<file path="src/common/run_control_pkg.sv">
// Purpose: Shared constants and types for the processor run-control block.
// Assumes: One controller clock at 250 MHz; the phase clock arrives as a pin.
// Notes: The reset values below describe the idle, released processor.
package run_control_pkg;

  // Reset value of the micro-go flip-flop: processor clock not permitted.
  localparam logic MICRO_GO_RST = 1'b0;
  // Reset value of the takeover interrupt request, active low: released.
  localparam logic TAKEOVER_IRQ_N_RST = 1'b1;
  // Number of stages in each pin synchroniser.
  localparam int SYNC_STAGES = 2;

  // Clock source selection for the controller timing chain.
  typedef enum logic [0:0] {
    CLK_SRC_INTERNAL = 1'b0,
    CLK_SRC_PHASE = 1'b1
  } clk_src_t;

endpackage

</file>
<file path="src/common/run_event_if.sv">
// Purpose: Carries qualified run events from the decode stage to the core.
// Assumes: Both ends sit on core_clk_i.
// Notes: Decoded members are registered levels that last as long as their qualified inputs hold; req_ctrl, release_ctrl and micro_mode are tied low.
`timescale 1ns/1ps
`default_nettype none
interface run_event_if;
  logic go_term;
  logic stop_term;
  logic req_ctrl;
  logic release_ctrl;
  logic micro_bp;
  logic macro_bp;
  logic macro_step;
  logic micro_mode;

  modport src (
    output go_term,
    output stop_term,
    output req_ctrl,
    output release_ctrl,
    output micro_bp,
    output macro_bp,
    output macro_step,
    output micro_mode
  );
  modport dst (
    input go_term,
    input stop_term,
    input req_ctrl,
    input release_ctrl,
    input micro_bp,
    input macro_bp,
    input macro_step,
    input micro_mode
  );
endinterface
`default_nettype wire

</file>
<file path="src/logic/run_event_decode.sv">
// Purpose: Synchronises pin inputs and forms the go and stop terms.
// Assumes: Command, step and breakpoint inputs are outside the clock domain.
// Notes: Terms are registered, so each reaches the core one cycle late.
`timescale 1ns/1ps
`default_nettype none
module run_event_decode (
  // Clock and reset.
  input wire logic core_clk_i,
  input wire logic rst_n_i,
  // Raw inputs.
  input wire logic [10:0] raw_i,
  // Events toward the core.
  run_event_if.src ev
);
  import run_control_pkg::*;

  typedef struct packed {
    logic [10:0] meta;
    logic [10:0] sync;
    logic go_term;
    logic stop_term;
    logic req_ctrl;
    logic release_ctrl;
    logic micro_bp;
    logic macro_bp;
    logic macro_step;
  } dec_state_t;

  dec_state_t state_reg;
  dec_state_t state_next;
  logic go_cmd, stop_cmd, auto_disp, cnt_zero, term, dr_clr;
  logic step_en, eds, fetch_ref, bp_match, owns;

  // Synchronised bit order follows raw_i.
  assign {owns, bp_match, fetch_ref, eds, step_en, dr_clr, term, cnt_zero,
          auto_disp, stop_cmd, go_cmd} = state_reg.sync;

  // Terms come only from the second synchroniser stage.
  always_comb begin
    state_next = state_reg;
    state_next.meta = raw_i;
    state_next.sync = state_reg.meta;
    // Go: command entered, or auto-display on a bare terminator.
    state_next.go_term = (go_cmd | auto_disp) & cnt_zero & term &
                         dr_clr;
    // Stop command counts only outside auto-display.
    state_next.stop_term = stop_cmd & ~auto_disp & cnt_zero & term &
                           dr_clr;
    // Breakpoints compare only while the processor runs on its own.
    state_next.micro_bp = bp_match & ~owns;
    state_next.macro_bp = bp_match & ~owns;
    state_next.macro_step = step_en & eds & fetch_ref;
    if (!rst_n_i) begin
      state_next = '0;
    end
  end

  always_ff @(posedge core_clk_i) begin
    state_reg <= state_next;
  end

  assign ev.go_term = state_reg.go_term;
  assign ev.stop_term = state_reg.stop_term;
  assign ev.micro_bp = state_reg.micro_bp;
  assign ev.macro_bp = state_reg.macro_bp;
  assign ev.macro_step = state_reg.macro_step;
  // The request and release pulses come from same-domain controlware.
  assign ev.req_ctrl = 1'b0;
  assign ev.release_ctrl = 1'b0;
  assign ev.micro_mode = 1'b0;
endmodule
`default_nettype wire

</file>
<file path="src/logic/processor_run_control.sv">
// Purpose: Takeover, release, go and stop control of the host processor.
// Assumes: Controlware pulses and mode bits are on core_clk_i.
// Notes: Processor pins pass three flip-flops in the decode stage.
`timescale 1ns/1ps
`default_nettype none
module processor_run_control (
  // Clock and master clear.
  input wire logic core_clk_i,
  input wire logic rst_n_i,
  // Controlware and function control word bits.
  input wire logic request_processor_control_i,
  input wire logic release_processor_i,
  input wire logic micro_mode_select_i,
  input wire logic auto_display_enable_i,
  input wire logic single_step_enable_i,
  // Command decode, asynchronous to this clock.
  input wire logic go_cmd_i,
  input wire logic stop_cmd_i,
  input wire logic char_count_zero_i,
  input wire logic terminator_received_i,
  input wire logic data_ready_cleared_i,
  // Processor status pins.
  input wire logic cpu_end_cycle_strobe_i,
  input wire logic instruction_fetch_reference_i,
  input wire logic breakpoint_match_i,
  // Toward processor clock control and emulator.
  output logic takeover_prep_request_n_o,
  output logic takeover_interrupt_request_n_o,
  output logic controller_owns_processor_o,
  output logic micro_run_go_o,
  output logic micro_run_halt_o,
  output logic macro_run_go_o,
  output logic macro_run_halt_o,
  output run_control_pkg::clk_src_t clk_source_o
);
  import run_control_pkg::*;

  typedef struct packed {
    logic micro_go;
    logic irq_n;
    logic macro_go;
    logic macro_halt;
  } core_state_t;

  core_state_t state_reg;
  core_state_t state_next;
  logic micro_step;
  logic micro_stop_ev;
  logic macro_stop_ev;
  logic owns;

  run_event_if ev ();

  // Processor-side inputs are synchronised and qualified here.
  run_event_decode u_decode (
    .core_clk_i(core_clk_i),
    .rst_n_i(rst_n_i),
    .raw_i({controller_owns_processor_o, breakpoint_match_i,
            instruction_fetch_reference_i, cpu_end_cycle_strobe_i,
            single_step_enable_i, data_ready_cleared_i,
            terminator_received_i, char_count_zero_i,
            auto_display_enable_i, stop_cmd_i, go_cmd_i}),
    .ev(ev)
  );

  // Owning is read straight from the interrupt flip-flop.
  assign owns = ~state_reg.irq_n;
  assign micro_step = single_step_enable_i & owns;
  // Four micro stop sources, all gated by micro mode.
  assign micro_stop_ev = micro_mode_select_i & (ev.stop_term |
                         release_processor_i | micro_step |
                         ev.micro_bp);
  // Three macro stop sources, gated by macro mode.
  assign macro_stop_ev = ~micro_mode_select_i & (ev.stop_term |
                         ev.macro_step | ev.macro_bp);

  // Next-state logic; in micro mode a go and a stop together let the stop win at micro_go,
  // while in macro mode macro_go and macro_halt both pulse; halting is the safe outcome.
  always_comb begin
    state_next = state_reg;
    // Request takes over the processor; release hands it back.
    if (request_processor_control_i) begin
      state_next.irq_n = 1'b0;
    end else if (release_processor_i) begin
      state_next.irq_n = 1'b1;
    end
    if (ev.go_term | request_processor_control_i) begin
      state_next.micro_go = 1'b1;
    end
    if (micro_stop_ev) begin
      state_next.micro_go = 1'b0;
    end
    state_next.macro_go = ev.go_term & ~micro_mode_select_i;
    state_next.macro_halt = macro_stop_ev;
    if (!rst_n_i) begin
      state_next.micro_go = MICRO_GO_RST;
      state_next.irq_n = TAKEOVER_IRQ_N_RST;
      state_next.macro_go = 1'b0;
      state_next.macro_halt = 1'b0;
    end
  end

  always_ff @(posedge core_clk_i) begin
    state_reg <= state_next;
  end

  // Prep request is combinational so the processor sees it on the pulse.
  assign takeover_prep_request_n_o =
    ~(micro_mode_select_i & request_processor_control_i);
  assign takeover_interrupt_request_n_o = state_reg.irq_n;
  assign controller_owns_processor_o = ~state_reg.irq_n;
  assign micro_run_go_o = state_reg.micro_go;
  assign micro_run_halt_o = ~state_reg.micro_go;
  assign macro_run_go_o = state_reg.macro_go;
  assign macro_run_halt_o = state_reg.macro_halt;
  // The emulator tracks its run status bit from these pulses.
  // Timing chain source follows ownership.
  assign clk_source_o = owns ? CLK_SRC_PHASE : CLK_SRC_INTERNAL;

  chk_takeover_on_request: assert property (
    @(posedge core_clk_i) disable iff (!rst_n_i)
    request_processor_control_i |=> !takeover_interrupt_request_n_o)
    else $error("Takeover request not taken.");
  chk_release_clears: assert property (
    @(posedge core_clk_i) disable iff (!rst_n_i)
    release_processor_i && !request_processor_control_i
    |=> takeover_interrupt_request_n_o)
    else $error("Release did not clear takeover.");
  chk_owns_complement: assert property (
    @(posedge core_clk_i) disable iff (!rst_n_i)
    controller_owns_processor_o != takeover_interrupt_request_n_o)
    else $error("Ownership not complement of request.");
  chk_prep_micro_only: assert property (
    @(posedge core_clk_i) disable iff (!rst_n_i)
    !takeover_prep_request_n_o |-> micro_mode_select_i)
    else $error("Prep request outside micro mode.");
  chk_micro_go_request: assert property (
    @(posedge core_clk_i) disable iff (!rst_n_i)
    request_processor_control_i && !micro_stop_ev |=> micro_run_go_o)
    else $error("Micro go missed request.");
  chk_micro_stop_halts: assert property (
    @(posedge core_clk_i) disable iff (!rst_n_i)
    micro_stop_ev |=> micro_run_halt_o && !micro_run_go_o)
    else $error("Micro stop did not halt.");
  chk_macro_go_mode: assert property (
    @(posedge core_clk_i) disable iff (!rst_n_i)
    macro_run_go_o |-> $past(!micro_mode_select_i))
    else $error("Macro go in micro mode.");
  chk_macro_halt_mode: assert property (
    @(posedge core_clk_i) disable iff (!rst_n_i)
    macro_run_halt_o |-> $past(!micro_mode_select_i))
    else $error("Macro halt in micro mode.");
  chk_clock_source: assert property (
    @(posedge core_clk_i) disable iff (!rst_n_i)
    (clk_source_o == CLK_SRC_PHASE) == controller_owns_processor_o)
    else $error("Clock source disagrees with ownership.");

  // The properties below sample on the controller clock and stay quiet
  // during master clear; only the two clear checks watch the clear.

  // Master clear leaves the processor released and its clock held.
  chk_clear_idles: assert property (
    @(posedge core_clk_i)
    !rst_n_i |=> takeover_interrupt_request_n_o && !micro_run_go_o)
    else $error("Master clear did not idle the run control.");

  // No run pulse may leak out straight after a master clear.
  chk_clear_pulses: assert property (
    @(posedge core_clk_i)
    !rst_n_i |=> !macro_run_go_o && !macro_run_halt_o)
    else $error("Run pulse active after master clear.");

  // The prep request follows the request pulse in micro mode.
  chk_prep_on_request: assert property (
    @(posedge core_clk_i) disable iff (!rst_n_i)
    micro_mode_select_i && request_processor_control_i
    |-> !takeover_prep_request_n_o)
    else $error("Prep request missing in micro mode.");

  // A request always ends with the controller owning the processor.
  chk_request_owns: assert property (
    @(posedge core_clk_i) disable iff (!rst_n_i)
    request_processor_control_i |=> controller_owns_processor_o)
    else $error("Request did not take over the processor.");

  // The takeover interrupt only falls after a request pulse.
  chk_irq_fall_cause: assert property (
    @(posedge core_clk_i) disable iff (!rst_n_i)
    $fell(takeover_interrupt_request_n_o)
    |-> $past(request_processor_control_i))
    else $error("Takeover interrupt fell without a request.");

  // The takeover interrupt only rises after a release with no request.
  chk_irq_rise_cause: assert property (
    @(posedge core_clk_i) disable iff (!rst_n_i)
    $rose(takeover_interrupt_request_n_o)
    |-> $past(release_processor_i) && !$past(request_processor_control_i))
    else $error("Takeover interrupt rose without a release.");

  // Leaving the processor stops the micro clock in micro mode.
  chk_release_stops_micro: assert property (
    @(posedge core_clk_i) disable iff (!rst_n_i)
    micro_mode_select_i && release_processor_i |=> !micro_run_go_o)
    else $error("Release did not stop the micro clock.");

  // A single step while owning stops the micro clock in micro mode.
  chk_micro_step_stops: assert property (
    @(posedge core_clk_i) disable iff (!rst_n_i)
    micro_mode_select_i && single_step_enable_i &&
    controller_owns_processor_o |=> !micro_run_go_o)
    else $error("Micro step did not stop the micro clock.");

  // A stop command stops the micro clock in micro mode.
  chk_stop_term_micro: assert property (
    @(posedge core_clk_i) disable iff (!rst_n_i)
    micro_mode_select_i && ev.stop_term |=> !micro_run_go_o)
    else $error("Stop command did not stop the micro clock.");

  // A micro breakpoint match stops the micro clock in micro mode.
  chk_micro_bp_stops: assert property (
    @(posedge core_clk_i) disable iff (!rst_n_i)
    micro_mode_select_i && ev.micro_bp |=> !micro_run_go_o)
    else $error("Micro breakpoint did not stop the micro clock.");

  // A go term starts the micro clock in either mode unless a stop wins.
  chk_go_starts_micro: assert property (
    @(posedge core_clk_i) disable iff (!rst_n_i)
    ev.go_term && !micro_stop_ev |=> micro_run_go_o)
    else $error("Go term did not start the micro clock.");

  // With no go, request or stop the micro clock permission holds.
  chk_micro_go_holds: assert property (
    @(posedge core_clk_i) disable iff (!rst_n_i)
    !ev.go_term && !request_processor_control_i && !micro_stop_ev
    |=> $stable(micro_run_go_o))
    else $error("Micro clock state changed with no cause.");

  // In macro mode nothing may stop the micro clock.
  chk_macro_keeps_micro: assert property (
    @(posedge core_clk_i) disable iff (!rst_n_i)
    !micro_mode_select_i && micro_run_go_o |=> micro_run_go_o)
    else $error("Micro clock stopped in macro mode.");

  // A go term in macro mode sends the macro go pulse.
  chk_macro_go_term: assert property (
    @(posedge core_clk_i) disable iff (!rst_n_i)
    !micro_mode_select_i && ev.go_term |=> macro_run_go_o)
    else $error("Macro go missing after go term.");

  // Every macro go pulse has a go term behind it.
  chk_macro_go_cause: assert property (
    @(posedge core_clk_i) disable iff (!rst_n_i)
    macro_run_go_o |-> $past(ev.go_term))
    else $error("Macro go without a go term.");

  // A stop command in macro mode sends the macro stop pulse.
  chk_halt_on_stop: assert property (
    @(posedge core_clk_i) disable iff (!rst_n_i)
    !micro_mode_select_i && ev.stop_term |=> macro_run_halt_o)
    else $error("Macro stop missing after stop command.");

  // A macro single step sends the macro stop pulse.
  chk_halt_on_step: assert property (
    @(posedge core_clk_i) disable iff (!rst_n_i)
    !micro_mode_select_i && ev.macro_step |=> macro_run_halt_o)
    else $error("Macro stop missing after macro step.");

  // A macro breakpoint match sends the macro stop pulse.
  chk_halt_on_bp: assert property (
    @(posedge core_clk_i) disable iff (!rst_n_i)
    !micro_mode_select_i && ev.macro_bp |=> macro_run_halt_o)
    else $error("Macro stop missing after macro breakpoint.");

  // Every macro stop pulse has one of its three causes behind it.
  chk_macro_halt_cause: assert property (
    @(posedge core_clk_i) disable iff (!rst_n_i)
    macro_run_halt_o |-> $past(ev.stop_term) || $past(ev.macro_step) ||
    $past(ev.macro_bp))
    else $error("Macro stop without a cause.");

  // Ownership reaches the compare through the synchroniser, so a match
  // is masked three edges after the controller took the processor.
  chk_bp_masked_owning: assert property (
    @(posedge core_clk_i) disable iff (!rst_n_i)
    $past(controller_owns_processor_o, 3)
    |-> !ev.micro_bp && !ev.macro_bp)
    else $error("Breakpoint seen while owning the processor.");

  // The internal clock drives the timing chain while released.
  chk_internal_when_free: assert property (
    @(posedge core_clk_i) disable iff (!rst_n_i)
    takeover_interrupt_request_n_o |-> clk_source_o == CLK_SRC_INTERNAL)
    else $error("Phase clock selected while released.");
endmodule
`default_nettype wire

</file>
<file path="config.mk">
export PLATFORM = sky130hd
export DESIGN_NAME = processor_run_control
export DESIGN_NICKNAME = d
export VERILOG_FILES = /design/src/common/run_control_pkg.sv /design/src/common/run_event_if.sv /design/src/logic/run_event_decode.sv /design/src/logic/processor_run_control.sv
export SDC_FILE = /design/constraint.sdc
export NUM_CORES = 1
export LEC_CHECK = 0
export ABC_CLOCK_PERIOD_IN_PS = 1140
export BUFFER_PORTS_ARGS = -buffer_cell sky130_fd_sc_hd__buf_2
export CORE_ASPECT_RATIO = 1.4
export CORE_MARGIN = 2
export CORE_UTILIZATION = 25
export DETAILED_ROUTE_END_ITERATION = 12
export GPL_ROUTABILITY_DRIVEN = 0
export PLACE_DENSITY = 0.53
export SLEW_MARGIN = 20
export SYNTH_ARGS = -nofsm -noshare
export SYNTH_HDL_FRONTEND = slang
export SYNTH_HIERARCHICAL = 1
export SYNTH_SLANG_ARGS = --single-unit
</file>
<file path="constraint.sdc">
create_clock -name core_clk_i -period 1.14 [get_ports core_clk_i]
set_input_delay 0.057 -clock core_clk_i [delete_from_list [all_inputs] [get_ports core_clk_i]]
set_output_delay 0.057 -clock core_clk_i [all_outputs]
set_load 0.02 [all_outputs]
</file>
==> flow_metrics.tcl <==
set metrics [dict create \
    timing.critical_path.fanout_max 4 \
    routed-wl-met3_um 111 \
    die_h_um 74.7 \
    clock_tree_from_tritoncts "done" \
    number_of_warnings_issued_by_yosys 6 \
    ant_nets 0 \
    clk_pin_slew_ns 0.06 \
    synth_cells 73 \
    int_power_mw 1.82 \
    synth_nets 88 \
    placed_area_mm2 0.00103 \
    max-cap-violations 0 \
    globalRoute.totalOverflow 0 \
    maxUsedRoutingLayer "met4" \
    die_w_um 54.5 \
    run_status "completed" \
    rsz0062_at_grt "false" \
    finalHoldViolations 0 \
    met2_wirelength_um 653 \
    number_of_vias_after_detailed_routing 564 \
    placementRows 25 \
    fin_ws_ns 0.146 \
    comb_power_share_pct 6.1 \
    track_usage_pct 9.05 \
    post-route-cell-area_mm2 0.00124 \
    avgSynthCellArea_um2 12.2 \
    floorplan.core_area_mm2 0.00341 \
    setup.worst_path.start_class "input port" \
    n_antenna_cell 0 \
    finClkSkew_ns 0.00471 \
    synth_area_um2 892 \
    drive_gt1_share_pct 32.7 \
    power.ir.vdd_worst_uv 947 \
    post_cts_resized 0 \
    detail_route.wl_per_cell_um 8.91 \
    finalWirelength_um 1340 \
    ios 23 \
    area_delta_synth_final_pct 39.1 \
    seq_power_share_pct 49.4 \
    clk_path_buf_depth 2 \
    required_ns 1.08 \
    final_min_period_over_clock_period_pct 87.2 \
    drt_iter0_drc 9 \
    powerDensity_mw_per_mm2 1800 \
    p_sw_mw 0.415 \
    switching_share_pct 18.6 \
    finalHoldWorstSlack_ns 0.0290 \
    clk-insertion-delay-late_ns 0.27 \
    drv_slew 0 \
    setup-violations-final 0 \
    power_frac_clock_pct 44.5 \
    m1WireLength_um 556 \
    fp.dieArea_mm2 0.00407 \
    clock_tree.root_cell "sky130_fd_sc_hd__clkbuf_8" \
    post-place-ws_ns 0.210 \
    grt_start_max_net_pins 23 \
    drt_drc_violations_left 0 \
    static-leakage-power_nw 0.554 \
    timing.max_slew.rel_slack_pct 80.2 \
    critPathCaptureType "output pin" \
    fin_cells 150 \
    critical_path_arrival_ns 0.94 \
    cts_made_buffers 5 \
    finish.net_count 124 \
    timing.setup.tns_ns 0 \
    worstSetupPathType "input port to output pin" \
    drt-vias-per-instance 3.76 \
    largest_register_ffs 14 \
    htreeDepth 2 \
    postCtsSetupBuffers 0 \
    wire_length_of_the_first_global_routing_pass_um 2420 \
    drt_pass1_iterations 4 \
    number_of_filler_instances_in_the_final_layout 343 \
    numPlacedInstances 132 \
    max_slew.worst_pin.slew_ns 0.297 \
    clock_sink_count 30 \
    maximum_clock_rate_ghz 1.01 \
    clock_period_minus_final_worst_setup_slack_ns 0.994 \
    place.port_buffers 22 \
    worst_hold_path_type "input port to flop" \
    initial_antenna_violation_count 0 \
    first_global_vias 572 \
    start_util_pct 26.2 \
    cts-hold-fix-buffers 10 \
]
[critical path: stages]
cell,delay [ns]
sky130_fd_sc_hd__dlygate4sd3_1,0.53
sky130_fd_sc_hd__buf_2,0.15
sky130_fd_sc_hd__nand2_1,0.05
sky130_fd_sc_hd__buf_2,0.15
[power by group through the flow]
stage                     registers (mW)  clock network, mW  logic, mW
after floorplan                     1.13                  0     0.0597
after global placement              1.12                  0      0.110
after detailed placement            1.13                  0      0.112
after CTS                           1.10               1.03      0.139
after global routing                1.11               1.10      0.153
final                               1.10              0.995      0.137
[metrics by stage]
| stage | total power, mW | util [%] |
|---|---|---|
| after floorplan | 1.19 | - |
| after global placement | 1.24 | 30.3 |
| final | 2.24 | 36.4 |
| after CTS | 2.27 | 36.4 |
| after detailed placement | 1.24 | 30.3 |
| after global routing | 2.36 | 36.4 |
[per-layer routing]
| metal | vias to the layer above | GRT usage, % |
|---|---|---|
| met5 | - | 0 |
| met4 | 0 | 5.83 |
| met3 | 2 | 5.36 |
| met2 | 25 | 13.4 |
| met1 | 233 | 9.60 |
| li1 | 304 | - |
[cell type report]
class / count / area (um^2) / area share (%)
sequential: 30 / 601 / 48.4
inverter: 2 / 7.51 / 0.605
clock buffer: 7 / 76.3 / 6.15
timing repair buffer: 33 / 218 / 17.5
clock inverter: 1 / 30.0 / 2.42
tap: 40 / 50.0 / 4.03
multi-input combinational: 37 / 259 / 20.9
[cells in the final DEF, fill, tap and decap left out, drive strengths merged]
cell type and n:
dfxtp 30, buf 23, and2 22, dlygate4sd3 10, clkbuf 7, nor2 3, inv 2, and3b 2
nor3b 2, o21ai 1, nor3 1, nor2b 1, o41ai 1, o311a 1, nand2 1, bufinv 1
and4 1, nand4 1
[final timing paths]
path / endpoint / depth (start not counted) / slack, ns / from
setup / recovery: takeover_prep_request_n_o / 4 / 0.15 / micro_mode_select_i
hold / removal: u_decode/state_reg[24]$_SDFF_PN0_ / 2 / 0.03 / single_step_enable_i
setup reg to reg: micro_run_go_o$_SDFFE_PP0P_ / 3 / 0.21 / takeover_interrupt_request_n_o$_SDFFE_PN1P_
hold reg to reg: u_decode/state_reg[11]$_SDFF_PN0_ / 1 / 0.43 / u_decode/state_reg[22]$_SDFF_PN0_
Note: power is estimated with default switching activity, not from simulation.
